[src/hw/scpm_defs.svh]
// Constants for the system clock and power mode block
`ifndef SCPM_DEFS_SVH
`define SCPM_DEFS_SVH

// ----------------------------------------------------------------------------
// Control reset values
// ----------------------------------------------------------------------------
`define SCPM_CLKSEL_RST   1'b1
`define SCPM_CKS_RST      3'h0
`define SCPM_IDLE_EN_RST  1'b1
`define SCPM_KEEP_ON_RST  1'b0
`define SCPM_LOWPWR_RST   1'b0

// ----------------------------------------------------------------------------
// System clock source codes (1 = undivided, 1+k = divided by 2**k)
// ----------------------------------------------------------------------------
`define SCPM_SRC_LOW      3'h0
`define SCPM_SRC_HIGH     3'h1
`define SCPM_CKS_LOW_MAX  3'h1
`define SCPM_SRC_COUNT    8
`define SCPM_DIV_STAGES   6

// ----------------------------------------------------------------------------
// Low crystal pin functions
// ----------------------------------------------------------------------------
`define SCPM_PIN_LOW_XTAL  2'h0
`define SCPM_PIN_HIGH_XTAL 2'h1
`define SCPM_PIN_GPIO     2'h2

`endif

[src/hw/scpm_pkg.sv]
// Types and decode functions for the system clock and power mode block
`include "scpm_defs.svh"

package scpm_pkg;

    // ------------------------------------------------------------------------
    // Operating modes and halt states
    // ------------------------------------------------------------------------
    typedef enum logic [2:0] {
        SCPM_NORMAL,
        SCPM_SLOW_LOW,
        SCPM_SLOW_DIV,
        SCPM_SLEEP,
        SCPM_IDLE_STOPPED,
        SCPM_IDLE_RUNNING
    } scpm_mode_t;

    typedef enum logic [1:0] {
        SCPM_HS_RUN,
        SCPM_HS_SLEEP,
        SCPM_HS_IDLE_STOP,
        SCPM_HS_IDLE_RUN
    } scpm_halt_t;

    // Select code from the clock select bit and divider field
    function automatic logic [2:0] scpm_src_select(input logic hl, input logic [2:0] cks);
        logic [2:0] res;
        res = `SCPM_SRC_LOW;
        if (hl) begin
            res = `SCPM_SRC_HIGH;
        end else if (cks > `SCPM_CKS_LOW_MAX) begin
            res = 3'(3'h1 - cks);   // 010 -> /64 ... 111 -> /2
        end
        return res;
    endfunction

    // Run mode that a clock selection implies
    function automatic scpm_mode_t scpm_run_mode(input logic [2:0] src);
        scpm_mode_t m;
        m = SCPM_SLOW_DIV;
        if (src == `SCPM_SRC_LOW) begin
            m = SCPM_SLOW_LOW;
        end else if (src == `SCPM_SRC_HIGH) begin
            m = SCPM_NORMAL;
        end
        return m;
    endfunction

endpackage

[src/hw/scpm_clk_div.sv]
// Ripple-free divider producing high clock ticks divided by 1 (undivided) to 2**STAGES
`timescale 1ns/10ps
`include "scpm_defs.svh"
module scpm_clk_div import scpm_pkg::*; #(
    parameter int STAGES = `SCPM_DIV_STAGES
) (
    input  wire logic              clk,
    input  wire logic              rst,
    input  wire logic              ce,
    input  wire logic              tick,
    output logic [STAGES:0]        div_tick
);

    logic [STAGES-1:0] cnt;
    logic [STAGES-1:0] next_cnt;

    // ------------------------------------------------------------------------
    // Free-running count keeps every divided tick on a full-period boundary
    // ------------------------------------------------------------------------
    always_comb begin
        next_cnt = cnt;
        if (tick) begin
            next_cnt = STAGES'(cnt + 1'b1);
        end
    end

    always_ff @(posedge clk) begin
        if (rst) begin
            cnt <= '0;
        end else if (ce) begin
            cnt <= next_cnt;
        end
    end

    // Divided tick fires when all lower count bits are ones
    assign div_tick[0] = tick;
    for (genvar k = 1; k <= STAGES; k++) begin : g_div
        assign div_tick[k] = tick & (&cnt[k-1:0]);
    end

endmodule // scpm_clk_div

[src/hw/scpm_tick_switch.sv]
// Glitch-free selector among tick sources
`timescale 1ns/10ps
`include "scpm_defs.svh"
module scpm_tick_switch import scpm_pkg::*; #(
    parameter int N = `SCPM_SRC_COUNT
) (
    input  wire logic          clk,
    input  wire logic          rst,
    input  wire logic          ce,
    input  wire logic [N-1:0]  tick_vec,
    input  wire logic [2:0]    req_sel,
    input  wire logic          req_ok,
    output logic               tick_out,
    output logic [2:0]         active_sel
);

    typedef enum logic {SCPM_SW_RUN, SCPM_SW_ALIGN} scpm_sw_t;

    scpm_sw_t   state;
    scpm_sw_t   next_state;
    logic [2:0] next_active;

    // ------------------------------------------------------------------------
    // Swap only on an old-source tick, then drop the first new tick so the
    // first forwarded period is a whole period of the new source
    // ------------------------------------------------------------------------
    always_comb begin
        next_state  = state;
        next_active = active_sel;
        unique case (state)
            SCPM_SW_RUN: begin
                if (tick_vec[active_sel] && (req_sel != active_sel) && req_ok) begin
                    next_active = req_sel;
                    next_state  = SCPM_SW_ALIGN;
                end
            end
            SCPM_SW_ALIGN: begin
                if (tick_vec[active_sel]) begin
                    next_state = SCPM_SW_RUN;
                end
            end
        endcase
    end

    always_ff @(posedge clk) begin
        if (rst) begin
            state      <= SCPM_SW_RUN;
            active_sel <= `SCPM_SRC_HIGH;
        end else if (ce) begin
            state      <= next_state;
            active_sel <= next_active;
        end
    end

    assign tick_out = ce && (state == SCPM_SW_RUN) && tick_vec[active_sel];

endmodule // scpm_tick_switch

[src/hw/scpm_clock_power.sv]
// Clock source selection and operating mode control, top level
//
// Functional notes
// Low crystal runs quick start when power save bit is 0, low power at 1.
// Power save bit clears at reset so the low crystal starts quickly.
// Software should set power save about two seconds after power on.
// Low crystal ticks are never gated by the power save bit.
// High clock comes from crystal or RC oscillator, fixed by configuration.
// Low clock comes from crystal or RC oscillator, fixed by configuration.
// System clock is high, divided high or low clock by select bits.
// Substitute and time-base clocks come from the configured low source.
// Substitute clock feeds watchdog and wake clock; time-base feeds timers.
// Switching to low clock stops the high oscillator and its divided ticks.
// Six modes: three with CPU running, three with CPU stopped.
// Normal mode clocks CPU from high clock; substitute and time-base run.
// Slow low mode uses low clock, high oscillator off, side clocks run.
// Slow divided mode uses high clock divided by 2 to 64.
// Halt with idle disabled enters sleep; only substitute clock runs.
// Halt idle, keep-on low: system oscillator stops, side clocks run.
// Halt idle, keep-on high: CPU stops, system and substitute clocks run.
// Configuration sets low crystal pins to low crystal, high crystal or I/O.
// Divider codes 000/001 give low clock; 010..111 give high/64 .. high/2.
// Clock select bit 1 picks undivided high clock; 0 uses divider field.
// Source and ratio changes never produce runt ticks.
// Wake-up resumes the run mode given by the clock selection.
`timescale 1ns/10ps
`include "scpm_defs.svh"
module scpm_clock_power import scpm_pkg::*; (
    input  wire logic              MCLK,
    input  wire logic              SYS_RST,
    input  wire logic              CLK_EN,
    input  wire logic              CFG_HIGH_SRC_RC,
    input  wire logic              CFG_LOW_SRC_RC,
    input  wire logic              HIGH_XTAL_TICK,
    input  wire logic              HIGH_RC_TICK,
    input  wire logic              LOW_XTAL_TICK,
    input  wire logic              LOW_RC_TICK,
    input  wire logic              HIGH_OSC_READY,
    input  wire logic              CTRL_WE,
    input  wire logic              LXT_POWER_SAVE_SELECT,
    input  wire logic              HIGH_LOW_CLOCK_SELECT,
    input  wire logic [2:0]        SYS_CLOCK_DIVIDER_SELECT,
    input  wire logic              IDLE_ON_HALT_ENABLE,
    input  wire logic              IDLE_SYSCLK_KEEP_ON,
    input  wire logic              POWER_DOWN_INSTRUCTION,
    input  wire logic              WAKE_UP,
    output scpm_mode_t             MODE,
    output logic                   LXT_LOW_POWER,
    output logic                   HIGH_OSC_ON,
    output logic [2:0]             SYS_SRC_ACTIVE,
    output logic [1:0]             XT_PIN_FUNC,
    output logic                   CPU_CLK_EN,
    output logic                   SYS_CLK_EN,
    output logic                   SUB_CLK_EN,
    output logic                   TIMEBASE_CLK_EN,
    output logic                   HIGH_CLK_EN
);

    // ------------------------------------------------------------------------
    // Declarations
    // ------------------------------------------------------------------------
    logic        clk_sel_high;
    logic [2:0]  cks;
    logic        idle_en;
    logic        keep_on;
    logic        next_clk_sel_high;
    logic [2:0]  next_cks;
    logic        next_idle_en;
    logic        next_keep_on;
    logic        next_lxt_low_power;
    logic        cfg_high_rc;
    logic        cfg_low_rc;
    logic [1:0]  next_pin_func;
    scpm_halt_t  halt;
    scpm_halt_t  next_halt;
    scpm_mode_t  next_mode;
    logic        high_tick;
    logic        low_tick;
    logic        sys_tick;
    logic        run;
    logic [2:0]  req_sel;
    logic        req_ok;
    logic        high_needed;
    logic [`SCPM_DIV_STAGES:0] div_tick;
    logic [`SCPM_SRC_COUNT-1:0] src_ticks;

    // ------------------------------------------------------------------------
    // Control bits; reset values put the part in normal, idle-on-halt mode
    // ------------------------------------------------------------------------
    always_comb begin
        next_clk_sel_high  = clk_sel_high;
        next_cks           = cks;
        next_idle_en       = idle_en;
        next_keep_on       = keep_on;
        next_lxt_low_power = LXT_LOW_POWER;
        if (CTRL_WE) begin
            next_clk_sel_high  = HIGH_LOW_CLOCK_SELECT;
            next_cks           = SYS_CLOCK_DIVIDER_SELECT;
            next_idle_en       = IDLE_ON_HALT_ENABLE;
            next_keep_on       = IDLE_SYSCLK_KEEP_ON;
            next_lxt_low_power = LXT_POWER_SAVE_SELECT;
        end
    end

    always_ff @(posedge MCLK) begin
        if (SYS_RST) begin
            clk_sel_high  <= `SCPM_CLKSEL_RST;
            cks           <= `SCPM_CKS_RST;
            idle_en       <= `SCPM_IDLE_EN_RST;
            keep_on       <= `SCPM_KEEP_ON_RST;
            LXT_LOW_POWER <= `SCPM_LOWPWR_RST;
        end else if (CLK_EN) begin
            clk_sel_high  <= next_clk_sel_high;
            cks           <= next_cks;
            idle_en       <= next_idle_en;
            keep_on       <= next_keep_on;
            LXT_LOW_POWER <= next_lxt_low_power;
        end
    end

    // ------------------------------------------------------------------------
    // Configuration straps are sampled while reset is held, so the oscillator
    // choice cannot move under a running program
    // ------------------------------------------------------------------------
    always_comb begin
        if (!CFG_LOW_SRC_RC) begin
            next_pin_func = `SCPM_PIN_LOW_XTAL;
        end else if (!CFG_HIGH_SRC_RC) begin
            next_pin_func = `SCPM_PIN_HIGH_XTAL;
        end else begin
            next_pin_func = `SCPM_PIN_GPIO;
        end
    end

    always_ff @(posedge MCLK) begin
        if (SYS_RST) begin
            cfg_high_rc <= CFG_HIGH_SRC_RC;
            cfg_low_rc  <= CFG_LOW_SRC_RC;
            XT_PIN_FUNC <= next_pin_func;
        end
    end

    // ------------------------------------------------------------------------
    // Oscillator sources
    // ------------------------------------------------------------------------
    assign high_tick = cfg_high_rc ? HIGH_RC_TICK : HIGH_XTAL_TICK;
    assign low_tick  = CLK_EN && (cfg_low_rc ? LOW_RC_TICK : LOW_XTAL_TICK);

    // Substitute clock for watchdog and wake; never depends on power save
    assign SUB_CLK_EN = low_tick;

    // Time-base clock for time-base and timers, off only in sleep
    assign TIMEBASE_CLK_EN = low_tick && (halt != SCPM_HS_SLEEP);

    // ------------------------------------------------------------------------
    // System clock selection and glitch-free switch
    // ------------------------------------------------------------------------
    assign req_sel   = scpm_src_select(clk_sel_high, cks);
    // High sources are entered only once the oscillator has settled
    assign req_ok    = (req_sel == `SCPM_SRC_LOW) || HIGH_OSC_READY;
    assign src_ticks = {div_tick, low_tick};

    scpm_clk_div #(
        .STAGES   (`SCPM_DIV_STAGES)
    ) u_div (
        .clk      (MCLK),
        .rst      (SYS_RST),
        .ce       (CLK_EN),
        .tick     (high_tick && HIGH_OSC_ON),
        .div_tick (div_tick)
    );

    scpm_tick_switch #(
        .N          (`SCPM_SRC_COUNT)
    ) u_switch (
        .clk        (MCLK),
        .rst        (SYS_RST),
        .ce         (CLK_EN),
        .tick_vec   (src_ticks),
        .req_sel    (req_sel),
        .req_ok     (req_ok),
        .tick_out   (sys_tick),
        .active_sel (SYS_SRC_ACTIVE)
    );

    // ------------------------------------------------------------------------
    // Halt state: entry by the power-down instruction, exit by wake-up
    // ------------------------------------------------------------------------
    always_comb begin
        next_halt = halt;
        unique case (halt)
            SCPM_HS_RUN: begin
                if (POWER_DOWN_INSTRUCTION) begin
                    if (!idle_en) begin
                        next_halt = SCPM_HS_SLEEP;
                    end else if (!keep_on) begin
                        next_halt = SCPM_HS_IDLE_STOP;
                    end else begin
                        next_halt = SCPM_HS_IDLE_RUN;
                    end
                end
            end
            SCPM_HS_SLEEP, SCPM_HS_IDLE_STOP, SCPM_HS_IDLE_RUN: begin
                if (WAKE_UP) begin
                    next_halt = SCPM_HS_RUN;
                end
            end
        endcase
    end

    // Mode reported from the halt state and the current selection
    always_comb begin
        unique case (next_halt)
            SCPM_HS_SLEEP: next_mode = SCPM_SLEEP;
            SCPM_HS_IDLE_STOP: next_mode = SCPM_IDLE_STOPPED;
            SCPM_HS_IDLE_RUN:  next_mode = SCPM_IDLE_RUNNING;
            SCPM_HS_RUN:       next_mode = scpm_run_mode(scpm_src_select(next_clk_sel_high, next_cks));
        endcase
    end

    always_ff @(posedge MCLK) begin
        if (SYS_RST) begin
            halt <= SCPM_HS_RUN;
            MODE <= SCPM_NORMAL;
        end else if (CLK_EN) begin
            halt <= next_halt;
            MODE <= next_mode;
        end
    end

    // ------------------------------------------------------------------------
    // Clock gating
    // ------------------------------------------------------------------------
    assign run = (halt == SCPM_HS_RUN);

    // High oscillator runs while a run mode needs it or idle-running keeps it;
    // the switch keeps it alive until it has left the high source
    assign high_needed = (SYS_SRC_ACTIVE != `SCPM_SRC_LOW) || (req_sel != `SCPM_SRC_LOW);
    assign HIGH_OSC_ON = (run && high_needed) ||
                         ((halt == SCPM_HS_IDLE_RUN) && (SYS_SRC_ACTIVE != `SCPM_SRC_LOW));

    // Peripheral high clock disappears with the oscillator
    assign HIGH_CLK_EN = CLK_EN && high_tick && HIGH_OSC_ON;

    assign CPU_CLK_EN = sys_tick && run;
    assign SYS_CLK_EN = sys_tick && (run || (halt == SCPM_HS_IDLE_RUN));
endmodule // scpm_clock_power

[config.mk]
export PLATFORM = sky130hd
export DESIGN_NAME = scpm_clock_power
export DESIGN_NICKNAME = d
export VERILOG_FILES = /design/src/hw/scpm_pkg.sv /design/src/hw/scpm_clk_div.sv /design/src/hw/scpm_tick_switch.sv /design/src/hw/scpm_clock_power.sv
export VERILOG_INCLUDE_DIRS = /design/src /design/src/hw
export SDC_FILE = /design/constraint.sdc
export NUM_CORES = 1
export LEC_CHECK = 0
export BUFFER_PORTS_ARGS = -buffer_cell sky130_fd_sc_hd__buf_2
export CORE_ASPECT_RATIO = 0.8
export CORE_MARGIN = 5
export CORE_UTILIZATION = 47
export DETAILED_ROUTE_END_ITERATION = 6
export HOLD_SLACK_MARGIN = 0.02
export PLACE_DENSITY = 0.74
export SYNTH_ARGS = -nofsm -noshare
export SYNTH_HDL_FRONTEND = slang
export SYNTH_SLANG_ARGS = --single-unit
[constraint.sdc]
create_clock -name MCLK -period 2.1 [get_ports MCLK]
set_clock_uncertainty 0.2 [all_clocks]
set_input_delay 0.21 -clock MCLK [delete_from_list [all_inputs] [get_ports MCLK]]
set_output_delay 0.21 -clock MCLK [all_outputs]
set_load 0.02 [all_outputs]
* After elaboration in Yosys (flattened, before gate mapping) *
Index checks and enable logic that the tools add are counted.

cells by class
  add/sub/neg operators = 3
  $mul = 0
  divide/modulo/power cells = 0
  order comparisons = 3
  equal/unequal tests = 9
  shift operators = 0
  mux-type cells = 23
  bitwise gates (word level) = 7
  reduce and logical (&&, ||, !) cells = 32

operators with widths
  cell                                                                             count
  3-bit 2-to-1 mux                                                                 6
  1-bit logical AND                                                                13
  2-bit 2-to-1 mux                                                                 6
  3-bit one-hot mux with 4 select lines                                            1
  2-bit == test, second input constant                                             4
  1-bit 2-to-1 mux                                                                 7
  6-bit by 1-bit adder with 6-bit output, second input constant                    1
  1-bit AND                                                                        6
  3-bit by 1-bit greater-than comparator with 1-bit output, second input constant  2
  3-bit logical NOT                                                                2
  2-bit AND reduction                                                              3
  3-bit AND reduction                                                              2
  6-bit AND reduction                                                              1
  3-bit nonzero test                                                               2
  1-bit by 3-bit subtractor with 3-bit output, first input constant                2
  5-bit AND reduction                                                              1
  2-bit by 1-bit == test with 1-bit output, second input constant                  2
  2-bit logical NOT                                                                2
  1-bit logical OR                                                                 4
  3-bit by 4-bit less-than comparator with 1-bit output, second input constant     1
  2-bit one-hot mux with 2 select lines                                            1
  4-bit AND reduction                                                              1
  1-bit binary-select mux with 3-bit select                                        1
  3-bit by 1-bit == test with 1-bit output, second input constant                  1
  other kinds (5)                                                                  5

word-level totals
  flip-flop bits (word level) = 26
  latch bits = 0
  memory bits (writable) = 0
  bits in read-only memories = 0
  memories = 0

* Longest topological paths before layout *
Gate-level depths: netlist of run 1.

  word-level depth = 15
  mapped depth = 9

* Hierarchy *
Synthesis of run 1 repeated with hierarchy kept, for this count alone.

unflattened totals
  cell total of the unflattened synthesis = 170
  area, all modules = 1,550.2 um^2

by module, submodules not included
  module            instances  cells each  area each (um^2)  sequential area each (um^2)
  scpm_clock_power  1          95          867.1             360.3
  scpm_tick_switch  1          36          345.3             80.1
  scpm_clk_div      1          39          337.8             120.1

* Worst setup path before layout of run 1 *
Ideal clock, no wire load.

  path type = flip-flop to flip-flop
  from = register cks[1]
  to = register u_div.cnt[5]
  arrival = 2.107 ns
  required time = 1.784 ns
  slack = -0.323 ns
  cell stages (with the launch flop) = 10
  path buffers = 2
  period minus slack after synthesis = 2.423 ns
  cell sequence = dfxtp_1 > clkbuf_1 > inv_1 > ha_1 > o21bai_1 > o31a_1 > o211a_1 > clkbuf_1 > a311oi_1 > a41o_1

on the way
  word-level cells in the longest chain between the ends = 9

RTL lines
  what                                                                                                                     RTL line                 source
  from (decl)                                                                                                              scpm_clock_power.sv:63   logic [2:0] cks;
  from (signal assigned)                                                                                                   scpm_clock_power.sv:108  cks <= `SCPM_CKS_RST;
  from (signal assigned)                                                                                                   scpm_clock_power.sv:114  cks <= next_cks;
  1-bit by 3-bit subtractor with 3-bit output or 3-bit by 1-bit greater-than comparator with 1-bit output (tied branches)  n/a
  3-bit 2-to-1 mux *                                                                                                       scpm_pkg.sv:31           end else if (cks > `SCPM_CKS_LOW_MAX) begin
  3-bit 2-to-1 mux *                                                                                                       scpm_pkg.sv:29           if (hl) begin
  3-bit nonzero test (no line) *                                                                                           n/a
  1-bit logical OR *                                                                                                       scpm_clock_power.sv:238  assign high_needed = (SYS_SRC_ACTIVE != `SCPM_SRC_LOW) || (req_sel != `SCPM_SRC_LOW);
  1-bit logical AND *                                                                                                      scpm_clock_power.sv:239  assign HIGH_OSC_ON = (run && high_needed) ||
  1-bit logical OR *                                                                                                       scpm_clock_power.sv:239
  1-bit logical AND *                                                                                                      scpm_clock_power.sv:169  .tick (high_tick && HIGH_OSC_ON),
  2-bit AND reduction (no line) *                                                                                          n/a
  to (signal assigned)                                                                                                     scpm_clk_div.sv:31       cnt <= next_cnt;
  to (decl)                                                                                                                scpm_clk_div.sv:14       logic [STAGES-1:0] cnt;

Mark *: on every way between the ends. The rest lies on a longest branch, timed or not.
A chain may end at the register's enable or synchronous reset.

* Final worst setup path of run 1 *
  from = register u_div.cnt[1]
  to = output CPU_CLK_EN

on the way
  word-level cells in the longest chain between the ends = 6

RTL lines
  what                                               RTL line                 source
  6-bit AND reduction, or another cell as far along  scpm_clk_div.sv:38       assign div_tick[k] = tick & (&cnt[k-1:0]);
  1-bit AND                                          scpm_clk_div.sv:38
  1-bit binary-select mux with 3-bit select *        scpm_tick_switch.sv:55   assign tick_out = ce && (state == SCPM_SW_RUN) && tick_vec[active_sel];
  1-bit 2-to-1 mux (not written as such) *           scpm_tick_switch.sv:55
  1-bit logical AND *                                scpm_tick_switch.sv:55
  1-bit logical AND *                                scpm_clock_power.sv:245  assign CPU_CLK_EN = sys_tick && run;
  to (decl)                                          scpm_clock_power.sv:52   output logic CPU_CLK_EN,

Mark *: on every way between the ends. The rest lies on a longest branch, timed or not. The select of a mux whose other input is x is not followed.

==> flow_summary.yaml, run 1 <==
finish:
  final_common_cell: "buf_2"
  layout_common_cells: "buf_2, nor2_1, buf_4, dfxtp_1, a21oi_1"
  synthToLayoutAreaGrowth_pct: 33.3
  final_area_um2: 1960
  drive_above_1_share: 0.341
  final_cells: 257
  finalCoreUtilization: 0.646
  num_antenna_cells: 0
  nets: 246
placed_design:
  gp_congestion: 0.806
  placed_cells: 243
  io_buffers: 34
  place_hpwl_um: 2610
  placed_cell_area_um2: 1770
synthesis:
  synth_compound_area_frac: 0.171
  synth-edff-count: 4
  yosys.area_share.simple: 0.211
  ys_ff_latch: 26
  syn-num-nets: 197
  yosys_warnings: 0
  async_reset_ff_frac: 0
  synth_area_per_cell_um2: 8.72
  netlist_area_um2: 1470
  yosysUniqueCellTypes: 43
  synth_top_family_by_area: "simple AND/OR/NAND/NOR gates"
  ys_seq_area_frac: 0.380
  ys.flop_type: "dfxtp_1"
  postSynthCellCount: 169
  yosys-mux-area-fraction: 0.0891
  synth-xor-area-share: 0.0178
  synth-adder-area-share: 0.0679
floorplanning:
  start_util: 0.485
  die_y_um: 60.1
  num_rows: 18
  ios: 35
  die_w_um: 72.6
  core_area_um2: 3040
  die_area_um2: 4360
clock_tree:
  clock-sinks: 26
  cts_buffers: 3
  clk_pin_slew_ps: 90
  ctsHtreeMaxLevel: 1
  cts.root.buffer_cell: "clkbuf_8"
  insertion_delay_ps: 270
  cts_buffer_depth: 2
  cts_tree: "built"
detailed_routing:
  via_per_inst: 5.35
  avgRoutedWirePerCell_um: 13.9
  drt_wl_total_um: 3570
  drtIter0Drc: 88
  drtPass1Iterations: 4
  drc_errors: 0
  vias: 1374
  drtAntennaViolNets: 0
sta:
  final.setup.tns_ps: -497
  fin_crit_ps: 2260
  finalHoldViolations: 0
  setup_viol: 6
  worstMarginPinSlew_ps: 507
  max_slew_margin: 0.662
  fin_ws_ps: -158
  rsz0062_at_grt: "yes"
  slew_violations: 0
  max_freq_mhz: 443
  period_share: 1.08
global_routing:
  grtUsageTotal: 0.172
  grt_pass1_vias: 1291
  overflow: 0
  grt_max_degree: 29
  grt_first_pass_wirelength_um: 5880
  antenna_found_initial: 0
critical_path:
  worstSetupStartpointType: "flip-flop"
  r2r_slack_ps: -60
  path_class: "reg -> out"
  worst_setup_path_end_kind: "primary output"
  crit_path_max_fanout: 3
  reg2reg_to: "u_switch.active_sel[1]"
  ff2ff_path_depth: 6
  critPathRequiredTime_ps: 1690
  reg2reg_from: "u_div.cnt[1]"
  arrival_ps: 1850
power:
  irDropWorstVdd_v: 0.000317
  powerDensity_nw_per_um2: 619
  p_leak_uw: 0.000859
run:
  maxCapViolCount: 0
status:
  violations: "setup timing"
  status: "finished with violations"
worst_hold_path:
  min-delay-start: "SYS_CLOCK_DIVIDER_SELECT[1]"
  min_path_type: "in -> reg"
  holdPathStages: 3
  hold_end: "cks[1]"
[metal layers]
metal  vias to the layer above  part of all wire  track usage
li1                        693                 -            -
met1                       637              0.44        0.217
met2                        42              0.49        0.303
met3                         2             0.074       0.0370
met4                         0            0.0022       0.0316
met5                         -                 0            0
[flip-flops by register name (all words and copies together), names as in the netlist, 2 cells and up]
| register | cells |
|---|---|
| u_div.cnt | 6 |
| MODE | 3 |
| cks | 3 |
| u_switch.active_sel | 3 |
| XT_PIN_FUNC | 2 |
| halt | 2 |
[cells by family after synthesis]
kind of cell    after synthesis
compound gates               37
xor+xnor                      3
fa+ha+maj                     8
buf+inv                      20
flops                        26
mux                          13
simple gates                 62
[cell usage after synthesis, types with 2 or more instances]
library cell  count  area, um^2
clkbuf_1          7        26.3
a211oi_1          2        15.0
nand3_1           7        35.0
nor3_1            3        15.0
and2_1            2        12.5
nand4_1           2        12.5
nor2_1           18        67.6
or4_1             2        15.0
a211o_1           2        17.5
buf_6             2        22.5
o21ai_0           4        20.0
mux2i_1          12         120
and3_1            4        25.0
edfxtp_1          4         120
dfxtp_1          22         440
nand2b_1          4        25.0
ha_1              8         100
o21a_1            2        15.0
nor2b_1           6        37.5
xnor2_1           2        17.5
inv_1             9        33.8
a21oi_1          14        70.1
nand2_1          11        41.3
[critical path, cell delays in order (launching register included)]
cell and delay [ps]:
dfxtp_2 370, ha_4 140, and3_1 150, ha_1 130, mux2i_1 60, o22ai_1 190, a21oi_2 80, buf_4 140
nor3b_2 140, buf_4 160
[power breakdown]
| part | leakage, uW | switching, uW | internal (uW) |
|---|---|---|---|
| registers | 0.000221 | 15.3 | 531 |
| clock network | 0.0000357 | 162 | 255 |
| logic | 0.000603 | 135 | 117 |
[final cells by class]
type | instances | area [um^2]
clock buffers | 3 | 41.3
clock inverters | 1 | 30.0
fillers | 254 | 1080
inverters | 9 | 33.8
multi-input cells | 123 | 885
flip-flops and latches | 26 | 571
well taps | 40 | 50.0
repair buffers | 55 | 354
[metrics by stage]
step / setup WS, ps / power [uW] / hold WS [ps]
after floorplan: 3.82 / 705 / 109
after global placement: 25.9 / 771 / 212
after detailed placement: -56.4 / 780 / 213
after CTS: -158 / 1210 / 25.4
after global routing: -263 / 1270 / 32.8
final: -158 / 1220 / 20.8
[timing repair]
item,4_1_cts,5_1_grt
hold buffers,6,0
pin swaps,5,4
cloned,0,0
hold endpoints to repair,6,0
resized for setup,8,4
buffers inserted,2,2
setup endpoints to repair,7,7
[how the worst max path moves through the flow]
stage / to / slack (ps) / start / cells past startpoint
6_report: CPU_CLK_EN / -160 / u_div.cnt[1] / 9
5_1_grt: CPU_CLK_EN / -260 / u_div.cnt[0] / 9
4_1_cts: CPU_CLK_EN / -160 / u_div.cnt[0] / 9
3_5_place_dp: u_switch.active_sel[1] / -60 / u_div.cnt[1] / 6
3_3_place_gp: u_switch.active_sel[1] / 30 / u_div.cnt[1] / 6
2_1_floorplan: u_switch.active_sel[0] / 4 / cks[1] / 9
No activity file was read; power rests on OpenSTA's default activity.
==> inputs of run 2 (changes only) <==
- RECOVER_POWER: default -> 100
- SKIP_CTS_REPAIR_TIMING: default -> 1
==> flow_summary.yaml, run 2 (synthesized netlist as in run 1, its figures left out) <==
status:
  status: "finished with violations"
  violations: "setup timing"
critical_path:
  cp_slowest_cell: "dfxtp_4"
  r2r_slack_ps: -60
  path_buf_inv: 2
  reg2reg_from: "u_div.cnt[1]"
  worst_setup_path_end_kind: "primary output"
  worstSetupStartpointType: "flip-flop"
  path_delay_family: "flip-flops"
  crit_path_max_fanout: 3
  path_cells: "ha_4 -> and3_1 -> ha_1 -> mux2i_1 -> o22ai_1 -> a21oi_2 -> buf_4 -> nor3b_2 -> buf_4"
  reg2reg_to: "u_switch.active_sel[0]"
  critPathRequiredTime_ps: 1690
  path_class: "reg -> out"
  ff2ff_path_depth: 6
  arrival_ps: 1860
  crit_path_max_incr_delay_ps: 370
  cp_num_cells: 9
  path_common_cell: "buf_4"
clock_tree:
  clock-sinks: 26
  cts_buffer_depth: 2
  cts_tree: "built"
  clk_pin_slew_ps: 90
  ctsHtreeMaxLevel: 1
  cts.root.buffer_cell: "clkbuf_8"
  cts_buffers: 3
  insertion_delay_ps: 270
sta:
  max_freq_mhz: 441
  setup_viol: 8
  finalHoldViolations: 0
  rsz0062_at_grt: "yes"
  worstMarginPinSlew_ps: 1280
  slew_violations: 0
  fin_crit_ps: 2270
  period_share: 1.08
  max_slew_margin: 0.149
  fin_ws_ps: -167
worst_hold_path:
  min-delay-start: "LXT_POWER_SAVE_SELECT"
  min_path_type: "in -> reg"
  holdPathStages: 3
  hold_end: "LXT_LOW_POWER"
placed_design:
  pre_cts_slack_ps: -56.4
  io_buffers: 34
  gp_congestion: 0.806
  placed_cells: 243
  place_hpwl_um: 2610
finish:
  final_cells: 256
  largest_reg_flops: 6
  fillCellCount: 270
  num_antenna_cells: 0
  regMostFlops: "u_div.cnt"
  synthToLayoutAreaGrowth_pct: 31.2
  nets: 245
  layout_common_cells: "nor2_1, buf_2, buf_4, dfxtp_1"
  finalCoreUtilization: 0.636
  drive_above_1_share: 0.282
floorplanning:
  die_y_um: 60.1
  start_util: 0.485
  die_area_um2: 4360
  num_rows: 18
  die_w_um: 72.6
  core_area_um2: 3040
  ios: 35
detailed_routing:
  drtPass1Iterations: 4
  drt_wl_total_um: 3620
  drc_errors: 0
  drtIter0Drc: 69
  avgRoutedWirePerCell_um: 14.1
  via_per_inst: 5.45
  vias: 1396
  drtAntennaViolNets: 0
global_routing:
  grt_first_pass_wirelength_um: 5540
  antenna_found_initial: 0
  grt_pass1_vias: 1238
  grtUsageTotal: 0.161
  grt_max_degree: 29
  overflow: 0
power:
  irDropWorstVdd_v: 0.000327
  p_leak_uw: 0.000824
  powerDensity_nw_per_um2: 624
run:
  maxCapViolCount: 0
[run 2: changes by cell type in the layout (fill, tap and decap cells not counted), moves of 2 or more]
| cell | previous run | this run |
|---|---|---|
| buf_2 | 31 | 17 |
| clkbuf_1 | 0 | 13 |
| clkbuf_2 | 0 | 2 |
| dfxtp_2 | 8 | 6 |
| dlygate4sd3_1 | 6 | 4 |
[run 2: worst max path at each step]
stage / from / endpoint
after floorplan: cks[1] / u_switch.active_sel[0]
final: u_div.cnt[1] / CPU_CLK_EN
after global routing: u_div.cnt[1] / SYS_CLK_EN
after global placement: u_div.cnt[1] / u_switch.active_sel[1]
after CTS: u_div.cnt[1] / CPU_CLK_EN
after detailed placement: u_div.cnt[1] / u_switch.active_sel[1]
[run 2: tightest hold or removal path: cells and delay by family]
family                 cells  cell delay [ps]
and+or+nand+nor            1               70
buffers and inverters      1              100
AOI/OAI and AO/OA          1               50
[run 2: stage by stage]
step	hold slack, ps	power (uW)	cell area (um^2)	setup TNS, ps
after floorplan	109	705	1550	0
after global placement	212	771	1770	0
after detailed placement	213	780	1770	-170
after CTS	-74.1	1190	1840	-806
after global routing	22.6	1260	1930	-1710
final	2.80	1210	1930	-649
[run 2: area by class of cell]
| class | count | area [um^2] | area share |
|---|---|---|---|
| clock inverter | 1 | 30.0 | 0.0155 |
| clock buffer | 3 | 41.3 | 0.0213 |
| inverter | 9 | 33.8 | 0.0175 |
| tap | 40 | 50.0 | 0.0259 |
| timing repair buffer | 54 | 323 | 0.167 |
| sequential | 26 | 572 | 0.296 |
| multi-input combinational | 123 | 885 | 0.457 |
[run 2: metal layers]
metal,global-route usage,vias up,wire length (um)
met5,0,-,0
met4,0.0342,0,32
met3,0.0420,8,275
met2,0.279,48,1780
met1,0.202,647,1530
li1,-,693,-
[run 2: report_power, final]
group / leakage, uW / switching (uW) / internal [uW]
logic: 0.000567 / 134 / 111
clock network: 0.0000357 / 162 / 255
registers: 0.000221 / 16.2 / 530
total: 0.000824 / 312 / 896
==> inputs of run 3 (changes only) <==
- CORE_ASPECT_RATIO: 0.8 -> 1.25
- SLEW_MARGIN: default -> 10
==> flow_summary.yaml, run 3 (synthesized netlist as in run 1, its figures left out) <==
status:
  status: "finished with violations"
  violations: "setup timing"
global_routing:
  antenna_found_initial: 0
  overflow: 0
  grt.busiest_layer: "met2"
  grt_pass1_vias: 1330
  met1_usage: 0.191
  grt_use_met2: 0.290
  gr-usage-met3: 0.0319
  grtUsageTotal: 0.164
  grt_max_degree: 29
  grt_first_pass_wirelength_um: 5590
critical_path:
  crit_path_max_fanout: 4
  crit_path_max_incr_delay_ps: 380
  r2r_slack_ps: -130
  reg2reg_to: "u_switch.active_sel[2]"
  arrival_ps: 1970
  worstSetupStartpointType: "flip-flop"
  ff2ff_path_depth: 9
  path_cells: "ha_4 -> and3_4 -> ha_4 -> mux2i_1 -> o22ai_1 -> a21oi_2 -> buf_4 -> nor3b_2 -> buf_4"
  crit_start: "u_div.cnt[0]"
  worst_setup_path_end_kind: "primary output"
  cp-endpoint: "CPU_CLK_EN"
  reg2reg_from: "u_div.cnt[0]"
  path_class: "reg -> out"
  critPathRequiredTime_ps: 1690
  cp_slowest_cell: "dfxtp_2"
clock_tree:
  insertion_delay_ps: 330
  clk_pin_slew_ps: 150
  ctsHtreeMaxLevel: 1
  cts_buffers: 3
  cts_tree: "built"
  cts.root.buffer_cell: "clkbuf_4"
  cts_buffer_depth: 2
  clock-sinks: 26
floorplanning:
  num_rows: 22
  ios: 35
  start_util: 0.496
  die_y_um: 72.6
  die_area_um2: 4360
  core_area_um2: 2970
  die_w_um: 60.1
sta:
  rsz0062_at_grt: "yes"
  setup_viol: 7
  period_share: 1.13
  max_freq_mhz: 420
  slew_violations: 0
  worstMarginPinSlew_ps: 1260
  fin_ws_ps: -279
  finalHoldViolations: 0
  fin_crit_ps: 2380
  max_slew_margin: 0.157
finish:
  num_antenna_cells: 0
  synthToLayoutAreaGrowth_pct: 31.8
  finalCoreUtilization: 0.654
  layout_common_cells: "buf_2, nor2_1, buf_4, dfxtp_1"
  final_area_um2: 1940
  drive_above_1_share: 0.321
  largest_reg_flops: 6
  final_common_cell: "buf_2"
  nets: 247
  regMostFlops: "u_div.cnt"
  fillCellCount: 260
power:
  powerDensity_nw_per_um2: 527
  pwr-share-comb: 0.242
  p_leak_uw: 0.000811
  pwr-share-clk: 0.223
  power.internal_uw: 722
  irDropWorstVdd_v: 0.000334
  p_sw_frac: 0.296
  p_seq_frac: 0.535
  switching_power_uw: 303
  power.total_uw: 1020
detailed_routing:
  via_per_inst: 5.50
  avgRoutedWirePerCell_um: 14.4
  vias: 1398
  drc_errors: 0
  drtAntennaViolNets: 0
  drt_wl_total_um: 3660
  drtPass1Iterations: 4
  drtIter0Drc: 41
worst_hold_path:
  min-delay-start: "IDLE_ON_HALT_ENABLE"
  min_path_type: "in -> reg"
placed_design:
  io_buffers: 34
  place_hpwl_um: 2610
  gp_congestion: 0.930
  pre_cts_slack_ps: -74.0
  placed_cell_area_um2: 1760
run:
  maxCapViolCount: 0
run 3: cell count changes in the layout (fill, tap and decap cells not counted), moves of 2 or more:
cell / previous run / this run
dfxtp_2: 6 / 8
clkbuf_4: 0 / 3
dlygate4sd3_1: 4 / 7
clkbuf_2: 2 / 0
buf_2: 17 / 22
clkbuf_8: 3 / 0
clkbuf_1: 13 / 10
run 3: worst min-delay path by stage:
stage	endpoint	slack, ps	cells after the start
floorplan	cfg_high_rc	110	0
global placement	cfg_low_rc	210	1
detailed placement	cfg_high_rc	210	1
CTS	cfg_low_rc	-130	1
global route	idle_en	20	3
finish	idle_en	20	3
run 3: worst max-delay path, delay by kind of cell, from the launching register on:
kind	cells	cell delay [ps]
flops	1	380
simple gates	2	330
buf+inv	2	310
compound gates	2	300
fa+ha+maj	2	250
mux	1	60
run 3: layer usage:
metal	vias up	routed length (um)
li1	696	-
met1	650	1510
met2	43	1830
met3	9	231
met4	0	85
met5	-	0
run 3: power by group through the flow:
stage	Sequential [uW]	Clock (uW)	Combinational [uW]
final	548	228	248
after global routing	552	247	275
after CTS	547	226	224
after detailed placement	558	0	224
after global placement	556	0	215
after floorplan	566	0	139
run 3: layout make-up:
class,count,area [um^2],share of cell area
Sequential cell,26,571,0.294
Inverter,9,33.8,0.0174
Clock buffer,4,26.3,0.0135
Timing Repair Buffer,56,353,0.182
Tap cell,36,45.0,0.0232
Multi-Input combinational cell,123,915,0.471
run 3: through the flow:
step / std cells / setup TNS [ps] / hold slack [ps]
2_1_floorplan: 169 / 0 / 109
3_3_place_gp: 239 / 0 / 213
3_5_place_dp: 239 / -244 / 212
4_1_cts: 243 / -1250 / -135
5_1_grt: 254 / -1810 / 22.4
6_report: 254 / -1070 / 15.9
